<file path="src/include/pmx_pkg.sv">
// Package with the register map, field layout and per-pin constants of the pin multiplexer.
package pmx_pkg;

  localparam int unsigned PMX_NPINS = 8;
  localparam int unsigned PMX_NCODES = 4;
  localparam int unsigned PMX_AW = 12;

  // Register byte offsets.
  localparam logic [11:0] PMX_PINCTL_BASE = 12'h000;
  localparam logic [11:0] PMX_SUPPLY_STAT = 12'h020;
  localparam logic [3:0]  PMX_IDX_SUPPLY  = 4'h8;
  localparam logic [3:0]  PMX_IDX_NONE    = 4'hF;

  // Pin control field positions.
  localparam int unsigned PMX_F_MUX_LO  = 0;
  localparam int unsigned PMX_F_PG_LO   = 2;
  localparam int unsigned PMX_F_PULL_LO = 4;
  localparam int unsigned PMX_F_DIR     = 6;
  localparam int unsigned PMX_F_OD      = 7;
  localparam int unsigned PMX_F_OUTVAL  = 8;
  localparam int unsigned PMX_F_PADIN   = 16;
  localparam logic [31:0] PMX_WMASK     = 32'h0000_01FF;

  // Power gating field codes.
  localparam logic [1:0] PMX_PG_MAIN    = 2'h0;
  localparam logic [1:0] PMX_PG_RUNTIME = 2'h1;
  localparam logic [1:0] PMX_PG_ALWAYS  = 2'h2;

  // Pull field codes.
  localparam logic [1:0] PMX_PULL_UP   = 2'h1;
  localparam logic [1:0] PMX_PULL_DOWN = 2'h2;

  // Mux code that selects the GPIO itself.
  localparam logic [1:0] PMX_MUX_GPIO = 2'h0;

  // Pin control values after reset, index 0 is the first pin.
  localparam logic [7:0][31:0] PMX_PIN_RST = {
    32'h0000_0043, 32'h0000_0043, 32'h0000_0063, 32'h0000_0043,
    32'h0000_00A0, 32'h0000_0020, 32'h0000_0000, 32'h0000_0010};

  // Per pin, one bit per mux code: code exists.
  localparam logic [7:0][3:0] PMX_CODE_VALID = {
    4'h9, 4'h9, 4'h9, 4'h9, 4'h9, 4'h3, 4'h3, 4'h1};
  // Code is a peripheral output that owns the pad.
  localparam logic [7:0][3:0] PMX_CODE_ALTOUT = {
    4'h8, 4'h8, 4'h8, 4'h8, 4'h8, 4'h2, 4'h2, 4'h0};
  // Code fixes the buffer to push-pull whatever the drive type bit says.
  localparam logic [7:0][3:0] PMX_CODE_PP = {
    4'h0, 4'h0, 4'h0, 4'h0, 4'h0, 4'h2, 4'h2, 4'h0};
  // Input of this code follows the pad even while gated.
  localparam logic [7:0][3:0] PMX_GATE_NONE = {
    4'h1, 4'h1, 4'h1, 4'h1, 4'h1, 4'h1, 4'h1, 4'h1};
  // Gated value is high rather than low.
  localparam logic [7:0][3:0] PMX_GATE_HIGH = {
    4'h0, 4'h0, 4'h0, 4'h0, 4'h0, 4'h0, 4'h0, 4'h0};

endpackage

</file>
<file path="src/design/pmx_sync.sv">
// Two flip-flop synchroniser with a clock enable.
`timescale 1ns/1ns
`default_nettype none
module pmx_sync
  import pmx_pkg::*;
#(
  parameter int unsigned WIDTH = 1
)(
  input  wire logic             clk,
  input  wire logic             rst_n,
  input  wire logic             ce,
  input  wire logic [WIDTH-1:0] d,
  input  wire logic [WIDTH-1:0] rst_val,
  output logic      [WIDTH-1:0] q
);

  typedef struct packed {
    logic [WIDTH-1:0] meta;
    logic [WIDTH-1:0] sync;
  } pmx_sync_t;

  pmx_sync_t s_reg;
  pmx_sync_t s_next;

  always_comb
  begin
    s_next = s_reg;
    if (ce)
    begin
      s_next.meta = d;
      s_next.sync = s_reg.meta;
    end
  end

  // The reset value is a constant at every instance.
  always_ff @(posedge clk or negedge rst_n)
  begin
    if (!rst_n)
      s_reg <= '0;
    else
      s_reg <= s_next;
  end

  assign q = s_reg.sync ^ ({WIDTH{1'b0}} & rst_val);

endmodule
`default_nettype wire

</file>
<file path="src/design/pmx_pin_cell.sv">
// Combinational multiplexer and power gating of one pin.
`timescale 1ns/1ns
`default_nettype none
module pmx_pin_cell
  import pmx_pkg::*;
#(
  parameter logic [3:0] VALID  = 4'h1,
  parameter logic [3:0] ALTOUT = 4'h0,
  parameter logic [3:0] PP     = 4'h0,
  parameter logic [3:0] GNONE  = 4'h1,
  parameter logic [3:0] GHIGH  = 4'h0
)(
  input  wire logic [31:0] ctl,
  input  wire logic [3:0]  alt_out,
  input  wire logic        supply_ok,
  input  wire logic        pad_in,
  output logic             pad_out,
  output logic             pad_oe,
  output logic             pull_up,
  output logic             pull_dn,
  output logic [3:0]       func_in
);

  logic [1:0] mux;
  logic [1:0] pg;
  logic       gated;
  logic       drive;
  logic       val;
  logic       od;

  always_comb
  begin
    mux = ctl[PMX_F_MUX_LO +: 2];
    pg  = ctl[PMX_F_PG_LO +: 2];
    // Only the runtime emulation code gates; always-on pins never do.
    gated = (pg == PMX_PG_RUNTIME) && !supply_ok;
    if (mux == PMX_MUX_GPIO)
    begin
      drive = ctl[PMX_F_DIR];
      val   = ctl[PMX_F_OUTVAL];
    end
    else
    begin
      // Reserved codes leave the pad undriven.
      drive = VALID[mux] && ALTOUT[mux];
      val   = alt_out[mux];
    end
    // Buffer type of some alternates overrides the drive type bit.
    od = ctl[PMX_F_OD] && !((mux != PMX_MUX_GPIO) && PP[mux]);
    pad_out = od ? 1'b0 : val;
    // Output tri-states while the emulated supply is off.
    pad_oe  = drive && !gated && !(od && val);
    pull_up = ctl[PMX_F_PULL_LO +: 2] == PMX_PULL_UP;
    pull_dn = ctl[PMX_F_PULL_LO +: 2] == PMX_PULL_DOWN;
    for (int c = 0; c < 4; c++)
    begin
      // Gated value when unselected or unpowered, unless ungated.
      if (GNONE[c] || ((mux == c[1:0]) && VALID[c] && !gated))
        func_in[c] = pad_in;
      else
        func_in[c] = GHIGH[c];
    end
  end

endmodule
`default_nettype wire

</file>
<file path="src/design/pmx_top.sv">
// Pin function multiplexer with runtime supply emulation and an APB register slave.
// Operation
// Each GPIO pin carries the signal whose code matches its mux field.
// Reset loads each mux field with that pin's default code.
// A pin without a GPIO carries one fixed function and has no mux.
// Runtime-emulated outputs tri-state while the supply is not good.
// Runtime-emulated inputs are forced to their gated value while the supply is off.
// A peripheral input sees its gated value when unpowered or not selected.
// An ungated input always follows the pad.
// The power gating field picks the emulation; fixed functions have it fixed.
// Gating of an input function never changes what the pad drives.
// Pulls come from the pin control register with per-pin defaults.
// After reset pins show defaults and software may reprogram them.
// Always-on pins are never gated.
// Some alternates set the buffer type themselves.
// The mux field is two bits and reserved codes drive nothing.
// The supply-good input is synchronised before it gates anything.
//
// Implementation choices: the APB register port and the placing of the registers.
`timescale 1ns/1ns
`default_nettype none
module pmx_top
  import pmx_pkg::*;
(
  input  wire logic                 CLK,
  input  wire logic                 RSTN,
  input  wire logic                 CE,
  input  wire logic                 PSEL,
  input  wire logic                 PENABLE,
  input  wire logic                 PWRITE,
  input  wire logic [PMX_AW-1:0]    PADDR,
  input  wire logic [31:0]          PWDATA,
  output logic      [31:0]          PRDATA,
  output logic                      PREADY,
  output logic                      PSLVERR,
  input  wire logic                 RUNTIME_SUPPLY_GOOD,
  input  wire logic                 PRIVATE_SERIAL_MEM_CLOCK,
  input  wire logic                 SHARED_SERIAL_MEM_CLOCK,
  input  wire logic                 KEY_MATRIX_DRIVE_16,
  input  wire logic [3:0]           KEY_MATRIX_DRIVE_LOW,
  input  wire logic                 FIXED_FUNC_DRIVE,
  input  wire logic [7:0]           PAD_IN,
  output logic      [7:0]           PAD_OUT,
  output logic      [7:0]           PAD_OE,
  output logic      [7:0]           PAD_PU,
  output logic      [7:0]           PAD_PD,
  output logic      [31:0]          FUNC_IN,
  output logic                      FIXED_PAD_OUT,
  output logic                      FIXED_PAD_OE
);

  typedef struct packed {
    logic [7:0][31:0] ctl;
    logic [31:0]      prdata;
    logic             pready;
    logic             pslverr;
    logic [7:0]       pad_out;
    logic [7:0]       pad_oe;
    logic [7:0]       pad_pu;
    logic [7:0]       pad_pd;
    logic [31:0]      func_in;
    logic             fix_out;
    logic             fix_oe;
  } pmx_state_t;

  pmx_state_t s_reg;
  pmx_state_t s_next;

  logic             rstn_s;
  logic             supply_ok;
  logic [7:0]       pad_in_s;
  logic [7:0][3:0]  alt_out;
  logic [7:0]       c_out;
  logic [7:0]       c_oe;
  logic [7:0]       c_pu;
  logic [7:0]       c_pd;
  logic [7:0][3:0]  c_fin;

  ////////////////////////////////////////////////////////////////////////////////
  // Reset release and input synchronisers.

  pmx_sync #(.WIDTH(1)) u_rst_sync (
    .clk     (CLK),
    .rst_n   (RSTN),
    .ce      (1'b1),
    .d       (1'b1),
    .rst_val (1'b0),
    .q       (rstn_s)
  );

  pmx_sync #(.WIDTH(9)) u_in_sync (
    .clk     (CLK),
    .rst_n   (rstn_s),
    .ce      (CE),
    .d       ({RUNTIME_SUPPLY_GOOD, PAD_IN}),
    .rst_val (9'h000),
    .q       ({supply_ok, pad_in_s})
  );

  ////////////////////////////////////////////////////////////////////////////////
  // Pin cells.

  always_comb
  begin
    alt_out = '0;
    alt_out[1][1] = PRIVATE_SERIAL_MEM_CLOCK;
    alt_out[2][1] = SHARED_SERIAL_MEM_CLOCK;
    alt_out[3][3] = KEY_MATRIX_DRIVE_16;
    for (int p = 4; p < 8; p++)
      alt_out[p][3] = KEY_MATRIX_DRIVE_LOW[7-p];
  end

  for (genvar g = 0; g < PMX_NPINS; g++)
  begin : g_pin
    pmx_pin_cell #(
      .VALID  (PMX_CODE_VALID[g]),
      .ALTOUT (PMX_CODE_ALTOUT[g]),
      .PP     (PMX_CODE_PP[g]),
      .GNONE  (PMX_GATE_NONE[g]),
      .GHIGH  (PMX_GATE_HIGH[g])
    ) u_cell (
      .ctl       (s_reg.ctl[g]),
      .alt_out   (alt_out[g]),
      .supply_ok (supply_ok),
      .pad_in    (pad_in_s[g]),
      .pad_out   (c_out[g]),
      .pad_oe    (c_oe[g]),
      .pull_up   (c_pu[g]),
      .pull_dn   (c_pd[g]),
      .func_in   (c_fin[g])
    );
  end

  ////////////////////////////////////////////////////////////////////////////////
  // Register decode, access and output registers.

  function automatic logic [3:0] pmx_index(input logic [PMX_AW-1:0] a);
    logic [3:0] r;
    r = PMX_IDX_NONE;
    if (a[1:0] == 2'h0)
    begin
      if (a == PMX_SUPPLY_STAT)
        r = PMX_IDX_SUPPLY;
      else if (a >= PMX_PINCTL_BASE && a < PMX_SUPPLY_STAT)
        r = {1'b0, a[4:2]};
    end
    return r;
  endfunction

  always_comb
  begin
    logic [3:0] idx;
    idx    = pmx_index(PADDR);
    s_next = s_reg;
    if (CE)
    begin
      s_next.pready  = 1'b0;
      s_next.pslverr = 1'b0;
      if (PSEL && PENABLE && !s_reg.pready)
      begin
        s_next.pready = 1'b1;
        s_next.prdata = 32'h0000_0000;
        if (idx == PMX_IDX_SUPPLY)
          s_next.prdata[0] = supply_ok;
        else if (idx == PMX_IDX_NONE)
          s_next.pslverr = 1'b1;
        else
        begin
          s_next.prdata = s_reg.ctl[idx[2:0]];
          s_next.prdata[PMX_F_PADIN] = pad_in_s[idx[2:0]];
        end
      end
      // Software reprograms mux, direction, drive and pulls.
      if (PSEL && PENABLE && s_reg.pready && PWRITE && !idx[3])
        s_next.ctl[idx[2:0]] = (s_reg.ctl[idx[2:0]] & ~PMX_WMASK) | (PWDATA & PMX_WMASK);
      s_next.pad_out = c_out;
      s_next.pad_oe  = c_oe;
      s_next.pad_pu  = c_pu;
      s_next.pad_pd  = c_pd;
      s_next.func_in = c_fin;
      // Fixed pin on the emulated runtime domain, no mux logic.
      s_next.fix_out = FIXED_FUNC_DRIVE;
      s_next.fix_oe  = supply_ok;
    end
  end

  always_ff @(posedge CLK or negedge rstn_s)
  begin
    if (!rstn_s)
    begin
      s_reg     <= '0;
      s_reg.ctl <= PMX_PIN_RST;
    end
    else
      s_reg <= s_next;
  end

  assign PRDATA        = s_reg.prdata;
  assign PREADY        = s_reg.pready;
  assign PSLVERR       = s_reg.pslverr;
  assign PAD_OUT       = s_reg.pad_out;
  assign PAD_OE        = s_reg.pad_oe;
  assign PAD_PU        = s_reg.pad_pu;
  assign PAD_PD        = s_reg.pad_pd;
  assign FUNC_IN       = s_reg.func_in;
  assign FIXED_PAD_OUT = s_reg.fix_out;
  assign FIXED_PAD_OE  = s_reg.fix_oe;

endmodule
`default_nettype wire

</file>
<file path="config.mk">
export PLATFORM = sky130hd
export DESIGN_NAME = pmx_top
export DESIGN_NICKNAME = d
export VERILOG_FILES = /design/src/include/pmx_pkg.sv /design/src/design/pmx_sync.sv /design/src/design/pmx_pin_cell.sv /design/src/design/pmx_top.sv
export SDC_FILE = /design/constraint.sdc
export NUM_CORES = 1
export LEC_CHECK = 0
export ABC_AREA = 1
export BUFFER_PORTS_ARGS = -buffer_cell sky130_fd_sc_hd__buf_2
export CAP_MARGIN = 5
export CORE_MARGIN = 8
export CORE_UTILIZATION = 44
export DETAILED_ROUTE_END_ITERATION = 8
export PLACE_DENSITY = 0.6
export SYNTH_ARGS = -nofsm -noshare
export SYNTH_HDL_FRONTEND = slang
export SYNTH_HIERARCHICAL = 1
export SYNTH_SLANG_ARGS = --single-unit
</file>
<file path="constraint.sdc">
create_clock -name CLK -period 15.5 [get_ports CLK]
set_input_delay 2.325 -clock CLK [delete_from_list [all_inputs] [get_ports CLK]]
set_output_delay 2.325 -clock CLK [all_outputs]
set_load 0.1 [all_outputs]
</file>
======== Word level (Yosys, flattened, before mapping) ========
Cells that the tools add are included.
operators by class
  reduce and logical (&&, ||, !) cells .... 116
  bitwise logic cells ..................... 1
  magnitude comparators ................... 12
  muxes and demuxes ....................... 103
  eq/ne operators ......................... 34
operator list
  operator             number
  $bwmux 256           1
  $bmux 32 s3          1
  $demux 32 s3         1
  $mux 32              3
  $logic_and 1x1->1    70
  $mux 1               63
  $bmux 1 s2           28
  $eq 2x1->1 const B   18
  $or 32x9->32         1
  $mux 31              1
  $logic_not 1->1      27
  $eq 2x2->1 const B   13
  $lt 2x3->1 const B   8
  $logic_not 2->1      9
  $reduce_bool 2->1    8
  $eq 12x6->1 const B  1
  $ge 12x1->1 const B  1
  $lt 12x6->1 const B  1
  $mux 4               3
  $eq 4x4->1 const B   2
  $lt 3x4->1 const B   1
  $reduce_and 2->1     2
  $bmux 1 s3           1
  $ge 3x1->1 const B   1
  $mux 2               1
word-level totals
  input port bits ......................... 67
  output and inout bits ................... 100
  logic and storage cells ................. 288
  flip-flop bits (word level) ............. 359

======== Logic depth before layout (Yosys ltp) ========
Gate-level depths: netlist of the first run.
  word-level depth ........................ 10
  mapped depth ............................ 15
  gate-level depth less buffers ........... 13

======== By module ========
Netlist of the first run, hierarchy kept.
by module, submodules not included
  module                               instances  seq. area each (um2)  cells an instance  area an instance (um2)
  pmx_top                              1          8929.8                1690               14863.0
  pmx_sync at u_in_sync                1          450.4                 85                 778.2
  pmx_pin_cell at g_pin[3].u_cell ...  5          0.0                   31                 146.4
  pmx_pin_cell at g_pin[1].u_cell ...  2          0.0                   27                 135.1
  pmx_pin_cell at g_pin[0].u_cell      1          0.0                   26                 132.6
  pmx_sync at u_rst_sync               1          50.0                  9                  76.3

======== Worst setup path after synthesis of the first run ========
OpenSTA, ideal clock, no wires.
  path type ............................... in2reg
  from .................................... input PADDR[7]
  to ...................................... register s_reg (netlist bit PRDATA[23])
  stages .................................. 15
  path slack .............................. 11776 ps
  data arrival time ....................... 3606 ps
  buffers on the path ..................... 3
  library setup time ...................... 118 ps
  data required time ...................... 15382 ps
  cells stage by stage .................... nor2_1 > nand2_1 > nor2_4 > nand2_2 > nand2_1 > buf_4 > inv_2 > buf_6 > buf_2 > nand2_1 > nand2_1 > nor2_1 > a21oi_1 > nand3_1 > nand2_1
between the ends
  longest elaborated chain between the ends .. 9
  elaborated cells on any way between the ends .. 13
  classes of those cells .................. order compare (2); eq/ne (3); mux (7); reduce/logical (1)
ends and longest elaborated chain
  item                                        line            RTL
  from (decl)                                 pmx_top.sv:31   input wire logic [PMX_AW-1:0] PADDR,
  $ge 12x1->1 or $lt 12x6->1 (tied branches)  pmx_top.sv:144  else if (a >= PMX_PINCTL_BASE && a < PMX_SUPPLY_STAT)
  $logic_and 1x1->1                           pmx_top.sv:144
  $mux 4                                      pmx_top.sv:144
  $mux 4 (*)                                  pmx_top.sv:142  if (a == PMX_SUPPLY_STAT)
  $mux 4 (*)                                  pmx_top.sv:140  if (a[1:0] == 2'h0)
  $bmux 32 s3                                 pmx_top.sv:169  s_next.prdata = s_reg.ctl[idx[2:0]];
  $mux 32 (implied by the code)               pmx_top.sv:169
  $mux 32                                     pmx_top.sv:165  else if (idx == PMX_IDX_NONE)
  $mux 31 (*)                                 pmx_top.sv:163  if (idx == PMX_IDX_SUPPLY)
  to (signal assigned)                        pmx_top.sv:195  s_reg <= s_next;
  to (decl)                                   pmx_top.sv:66   pmx_state_t s_reg;
Mark *: on every way between the ends. The rest lies on a longest branch, timed or not. The select of a mux whose other input is x is not followed.
A chain may end at the register's enable or synchronous reset.

======== Worst setup path in the final report of the first run ========
  from .................................... input CE
  to ...................................... register s_reg (netlist bit PRDATA[7])
between the ends
  longest elaborated chain between the ends .. 1
ends and longest elaborated chain
  item                               line           RTL
  from (decl)                        pmx_top.sv:27  input wire logic CE,
  $reduce_and 2->1 (no source line)  --
No other way between the ends.

==> results.toml, run 1 <==
[timing]
fin_ws_ns = 10.46
clock.fmax_mhz = 198.5
hold_viol_final = 0
min_period_ns = 5.037
post-route-period-util = 0.3250
finalClockSkew_ns = 0.01633
setup_violations = 0
setup_tns_ns = 0
rsz0062_at_grt = "no"
slew-limit-headroom = 0.3171
final_max_slew_viol_count = 0
max_slew.worst_pin.slew_ns = 1.024

[route]
drc = 0
dr.pass1.iters = 5
wire_per_inst_um = 15.73
drt-total-wl_mm = 37.70
vias = 11040
antenna_left = 0
drt_iter0_markers = 700
via_per_inst = 4.608

[layout]
diodes = 0
nets = 1920
multiInputGateArea_sq_um = 5085
largest_reg_flops = 248
area_growth_pct = 5.819
layout_common_cells = "706 x nand2_1, 350 x dfrtp_1, 143 x buf_2"
final_cells = 2396
ff_latch_area_sq_um = 9234
final_common_cell = "nand2_1"
final_layout_size_suffix_gt1_frac = 0.1607
fillCellCount = 3653

[clock_tree]
postCtsSetupRepairBufs = 0
postCtsHoldBufs = 0
cts.clk_slew.worst_paths_ns = 0.06
htree_num_levels = 2
tritoncts = "built"
post_cts_resize_count = 0
clock_latency_ns = 0.54
cts_sinks = 368
clk_path_buf_depth = 3
numCtsBuffers = 41
root_buffer = "clkbuf_16"

[floorplan]
fp.dieArea_sq_um = 44250
dieWidth_um = 210.4
core_area_sq_um = 37400
initial_utilization = 0.4444
row_count = 71
die_h_um = 210.4
io_pins = 167

[global_routing]
antenna_found_initial = 0
grt_pass1_vias = 10920
gr-total-overflow = 0
grt_first_pass_wirelength_mm = 60.35
grt_max_degree = 95
gr-usage-all-layers = 0.1697

[setup_path]
endpoint_kind = "register"
start_kind = "primary input"
worstPathMaxFanout = 85
r2r-start = "u_rst_sync/q"
arrival_ns = 5.51
required_ns = 15.97
r2r-end = "PAD_PU[3]"
reg2regPathDepth = 2
worst-setup-path-type = "primary input to register"
rrSetupSlack_ns = 12.53

[synthesis]
syn_inst = 2003
syn_area_sq_um = 16620
yosys_warnings = 6
syn_area_per_cell_sq_um = 8.299

[hold_path]
min-delay-start = "s_reg[225]"
worstHoldEndpoint = "s_reg[225]"
min_delay_path_depth = 0
hold_path.class = "register to register"

[placed_design]
dp.cells = 2321
port_buffers = 143
dp_slack_ns = 9.861
hpwl_mm = 24.46
place_congestion = 0.8457

[run]
maxCapViolCount = 0

[power]
total_leakage_power_nw = 9.241
ir_drop_uv = 88.67
pwr_density_cell_nw_per_um2 = 122.8
finalPower_mw = 2.161

[outcome]
status = "completed"
[layer usage]
layer | vias to the layer above | part of all wire | track usage
met5 | - | 0 | 0
met4 | 0 | 0.020 | 0.04909
met3 | 46 | 0.048 | 0.03282
met2 | 232 | 0.46 | 0.2690
met1 | 5205 | 0.47 | 0.2351
li1 | 5558 | - | -
[report_power, final]
group          leakage, nW  switching (mW)  internal (mW)  total (mW)
sequential            4.98          0.0212          0.973       0.994
clock                0.675           0.392          0.633        1.02
combinational         3.58           0.122         0.0199       0.142
[metrics by stage]
stage / hold WS (ns) / instance area [sq um] / utilization
after global placement: 0.3577 / 16170 / 0.4325
after floorplan: 0.4218 / 16730 / -
after global routing: 0.3814 / 17590 / 0.4703
final: 0.3682 / 17590 / 0.4703
after detailed placement: 0.3597 / 16170 / 0.4325
after CTS: 0.3737 / 17590 / 0.4703
[critical path: stages]
cell	delay [ns]
buf_2	0.07
buf_4	0.66
inv_2	0.03
buf_4	0.35
nor3_1	0.48
inv_1	0.12
nor2_2	0.66
buf_4	0.45
nand3_1	0.22
nand2_1	0.11
[worst max-delay path by stage]
stage	startpoint	endpoint	cells after the start
CTS	CE	PRDATA[7]	10
floorplan	u_rst_sync/q	FIXED_PAD_OE	0
global route	CE	PRDATA[15]	10
detailed placement	CE	PRDATA[7]	10
finish	CE	PRDATA[7]	10
global placement	CE	PRDATA[7]	10
[final cells by class]
type                       instances  area share
timing repair buffer             156     0.04624
clock inverter                    14     0.01501
tap                              511     0.03635
multi-input combinational       1181      0.2891
sequential                       368      0.5250
clock buffer                      61     0.06544
inverter                         105     0.02291
No activity file was read; power rests on OpenSTA's default activity.
==> run 2, diff against run 1 <==
Settings changed: PLACE_DENSITY 0.6 to 0.63.
Clock period 15.5 ns to 4.1 ns, I/O delays scaled along.
==> run 2 against run 1 <==
Total power increased to 3.7 times the previous value. Clock skew barely moved. Global-route usage rose by 0.26 points. Worst setup slack got worse by 8.9 ns. Register-to-register slack worse by 11 ns. Worst hold slack got worse by 0.093 ns. Die area unchanged. Highest routed layer unchanged. Core utilization grew 0.12 points. Cell count up 0.29%. Critical path type unchanged.
==> results.toml, run 2 (synthesized netlist as in run 1, its figures left out) <==
[outcome]
status = "completed"

[setup_path]
worstPathMaxFanout = 61
slowest_delay_ns = 0.57
endpoint_kind = "register"
critPathMostFrequentCell = "nand2_1"
arrival_ns = 3.01
start_kind = "primary input"
cp_num_buf_inv = 3
required_ns = 4.56
worst-setup-path-type = "primary input to register"
crit_chain = "buf_2 -> inv_1 -> nand2_1 -> nor2_1 -> nand2_2 -> nand2_4 -> buf_4 -> or2_2 -> o21ai_0 -> a21oi_1 -> nand3_1 -> nand2_1"
critPathSlowestCell = "buf_4"
crit_family = "simple AND/OR/NAND/NOR gates"

[clock_tree]
cts_sinks = 368
post_cts_resize_count = 0
root_buffer = "clkbuf_16"
numCtsBuffers = 40
postCtsSetupRepairBufs = 0
cts.clk_slew.worst_paths_ns = 0.06
postCtsHoldBufs = 1
clk_path_buf_depth = 3
tritoncts = "built"
clock_latency_ns = 0.54
htree_num_levels = 2

[floorplan]
die_h_um = 210.4
io_pins = 167
row_count = 71
initial_utilization = 0.4444
dieWidth_um = 210.4
fp.dieArea_sq_um = 44250
core_area_sq_um = 37400

[global_routing]
grt_max_degree = 93
gr-total-overflow = 0
grt_pass1_vias = 11270
gr-usage-all-layers = 0.1723
antenna_found_initial = 0
grt_first_pass_wirelength_mm = 61.53

[timing]
fin_ws_ns = 1.554
slew-limit-headroom = 0.4252
post-route-period-util = 0.6211
setup_violations = 0
rsz0062_at_grt = "no"
final_max_slew_viol_count = 0
clock.fmax_mhz = 392.7
setup_tns_ns = 0
hold_viol_final = 0
max_slew.worst_pin.slew_ns = 0.8622
hold_ws_ns = 0.2751
finalClockSkew_ns = 0.01647
min_period_ns = 2.546

[route]
wire_per_inst_um = 15.57
antenna_left = 0
via_per_inst = 4.625
drc = 0
dr.pass1.iters = 5
drt-total-wl_mm = 37.40
drt_iter0_markers = 915
vias = 11110

[placed_design]
port_buffers = 143
dp.cells = 2328
dpl_cell_area_sq_um = 16260
hpwl_mm = 24.98
dp_slack_ns = 1.024
place_congestion = 0.9045

[layout]
diodes = 0
post-route-util = 0.4715
final_layout_size_suffix_gt1_frac = 0.1644
area_growth_pct = 6.089
design_area_sq_um = 17630
largest_reg_flops = 248
final_cells = 2403
nets = 1927
layout_common_cells = "706 x nand2_1, 350 x dfrtp_1, 143 x buf_2"
final_common_cell = "nand2_1"

[power]
ir_drop_uv = 256.3
total_leakage_power_nw = 9.281
pwr_density_cell_nw_per_um2 = 454.1
finalPower_mw = 8.008

[run]
maxCapViolCount = 0

[hold_path]
hold_path.class = "primary input to register"
[run 2: cell types whose count changed in the layout (fill, tap and decap cells not counted), moves of 2 or more]
| cell | previous run | this run |
|---|---|---|
| clkbuf_8 | 5 | 11 |
| clkinvlp_4 | 3 | 1 |
| buf_4 | 13 | 17 |
| bufinv_16 | 7 | 3 |
| buf_12 | 0 | 3 |
| clkbuf_1 | 15 | 13 |
[run 2: final cells by class]
| class | count | area (sq um) |
|---|---|---|
| Clock buffer | 65 | 1226 |
| Clock inverter | 9 | 133.9 |
| Fill cell | 3579 | 19770 |
| Inverter | 105 | 402.9 |
| Multi-Input combinational cell | 1181 | 5085 |
| Sequential cell | 368 | 9234 |
| Tap cell | 511 | 639.4 |
| Timing Repair Buffer | 164 | 913.4 |
[run 2: per-layer routing]
layer / GRT usage / share of wire / vias up
met5: 0 / 0 / -
met4: 0.06707 / 0.032 / 0
met3: 0.03862 / 0.059 / 71
met2: 0.2682 / 0.45 / 275
met1: 0.2327 / 0.46 / 5194
li1: - / - / 5574
[run 2: worst register-to-register path, delay by kind of cell (launching register included)]
kind,cells,cell delay (ns)
simple gates,4,1.30
buf+inv,2,0.46
flops,1,0.45
[run 2: path summary, 6_finish.rpt]
check                      slack (ns)         start  depth (start not counted)                   to
min                              0.28     PAD_IN[6]                          3  u_in_sync/s_reg[15]
max reg2reg                      1.83        PREADY                          6            PRDATA[2]
min in group asynchronous        0.39  u_rst_sync/q                          0           s_reg[314]
min reg2reg                      0.37    s_reg[224]                          0           s_reg[224]
max                              1.55      PADDR[0]                         12           PRDATA[29]
max in group asynchronous        2.60  u_rst_sync/q                          1           FUNC_IN[3]
[run 2: power breakdown]
group	internal, mW	switching (mW)
combinational	0.0845	0.474
clock	2.24	1.46
sequential	3.68	0.0686
==> run 3, diff against run 2 <==
Clock period 4.1 ns to 2.1 ns, I/O delays scaled along.
==> run 3 against run 2 <==
Worst hold slack worse by 0.19 ns. Core utilization increased by 1.6 points. Cell area increased by 3.3%. Cell count rose by 1.7%. Clock power up 100%. Wire length up 0.80%. Clock skew increased by 0.0036 ns. Highest routed layer unchanged.
==> results.toml, run 3 (synthesized netlist as in run 1, its figures left out) <==
[outcome]
status = "completed"

[layout]
final_layout_size_suffix_gt1_frac = 0.1825
fillCellCount = 3519
largest_reg_flops = 248
area_growth_pct = 9.612
final_common_cell = "nand2_1"
ff_latch_area_sq_um = 9234
multiInputGateArea_sq_um = 5085
layout_common_cells = "706 x nand2_1, 350 x dfrtp_1, 143 x buf_2"
nets = 1970
diodes = 0

[floorplan]
io_pins = 167
row_count = 71
initial_utilization = 0.4444
fp.dieArea_sq_um = 44250
core_area_sq_um = 37400
dieWidth_um = 210.4
die_h_um = 210.4

[clock_tree]
tritoncts = "built"
cts_sinks = 368
cts.clk_slew.worst_paths_ns = 0.06
post_cts_resize_count = 0
htree_num_levels = 2
root_buffer = "clkbuf_16"
numCtsBuffers = 40
clock_latency_ns = 0.55
clk_path_buf_depth = 3
postCtsSetupRepairBufs = 0

[route]
drt-total-wl_mm = 37.70
vias = 11320
dr.pass1.iters = 5
wire_per_inst_um = 15.42
via_per_inst = 4.630
drt_iter0_markers = 882
antenna_left = 0
drc = 0

[timing]
final_max_slew_viol_count = 0
post-route-period-util = 0.8435
finalClockSkew_ns = 0.02011
slew-limit-headroom = 0.4210
max_slew.worst_pin.slew_ns = 0.8685
rsz0062_at_grt = "no"
hold_viol_final = 0
setup_tns_ns = 0
min_period_ns = 1.771
setup_violations = 0
clock.fmax_mhz = 564.5

[global_routing]
gr-total-overflow = 0
gr-usage-all-layers = 0.1723
grt_first_pass_wirelength_mm = 61.48
grt_max_degree = 85
antenna_found_initial = 0
grt_pass1_vias = 11360

[power]
ir_drop_uv = 697.0
pwr_density_cell_nw_per_um2 = 871.7
finalPower_mw = 15.88
total_leakage_power_nw = 9.588

[setup_path]
slowest_delay_ns = 0.43
critPathSlowestCell = "buf_2"
worst-setup-path-type = "register to output pin"
crit_family = "buffers and inverters"
endpoint_kind = "output pin"
cp_num_buf_inv = 2
arrival_ns = 1.46
crit_chain = "buf_4 -> buf_2"
required_ns = 1.78
worstPathMaxFanout = 3
start_kind = "register"
rrSetupSlack_ns = 0.38

[hold_path]
hold_path.class = "primary input to async pin"

[placed_design]
place_congestion = 0.8578
hpwl_mm = 25.73
port_buffers = 143

[run]
maxCapViolCount = 0
-- run 3: final cells by class --
cell class,instances,share of cell area
clock buffers,57,0.06613
well taps,511,0.03509
flip-flops and latches,368,0.5068
clock inverters,16,0.01195
repair buffers,207,0.07884
inverters,105,0.02211
multi-input cells,1181,0.2791
-- run 3: power by group --
group	internal [mW]	switching [mW]	total [mW]
Clock	4.51	2.90	7.41
Combinational	0.211	0.956	1.17
Sequential	7.18	0.119	7.30
-- run 3: path summary, 6_finish.rpt --
check	endpoint	cells after the start	start
max reg2reg	s_reg[264]	7	PREADY
min in group CLK	PSLVERR	3	CE
max in group asynchronous	s_reg[228]	1	u_rst_sync/q
min	u_rst_sync/s_reg[1]	2	RSTN
max	PREADY	2	PREADY
min reg2reg	s_reg[241]	0	u_rst_sync/q
-- run 3: metrics by stage --
step / setup WS (ns) / std cells / util / hold slack (ns) / area, sq um
after floorplan: -1.525 / 2031 / - / 0.01941 / 16730
after global placement: 0.005460 / 2361 / 0.4462 / 0.1043 / 16690
after detailed placement: -0.05685 / 2361 / 0.4462 / 0.1028 / 16690
after CTS: 0.3068 / 2445 / 0.4872 / 0.05033 / 18220
after global routing: 0.2186 / 2445 / 0.4872 / 0.05883 / 18220
final: 0.3286 / 2445 / 0.4872 / 0.08271 / 18220
-- run 3: timing repair --
item / CTS / global route
endpoints found under the setup margin: 0 / 0
hold endpoints to repair: 12 / 0
hold buffers: 11 / 0
-- run 3: per-layer routing --
metal | part of all wire | wire length, um | GRT usage | up-vias
met3 | 0.062 | 2352 | 0.03535 | 58
met5 | 0 | 0 | 0 | -
met1 | 0.45 | 17060 | 0.2316 | 5311
met2 | 0.46 | 17420 | 0.2791 | 283
li1 | - | - | - | 5669
met4 | 0.023 | 865 | 0.05176 | 0
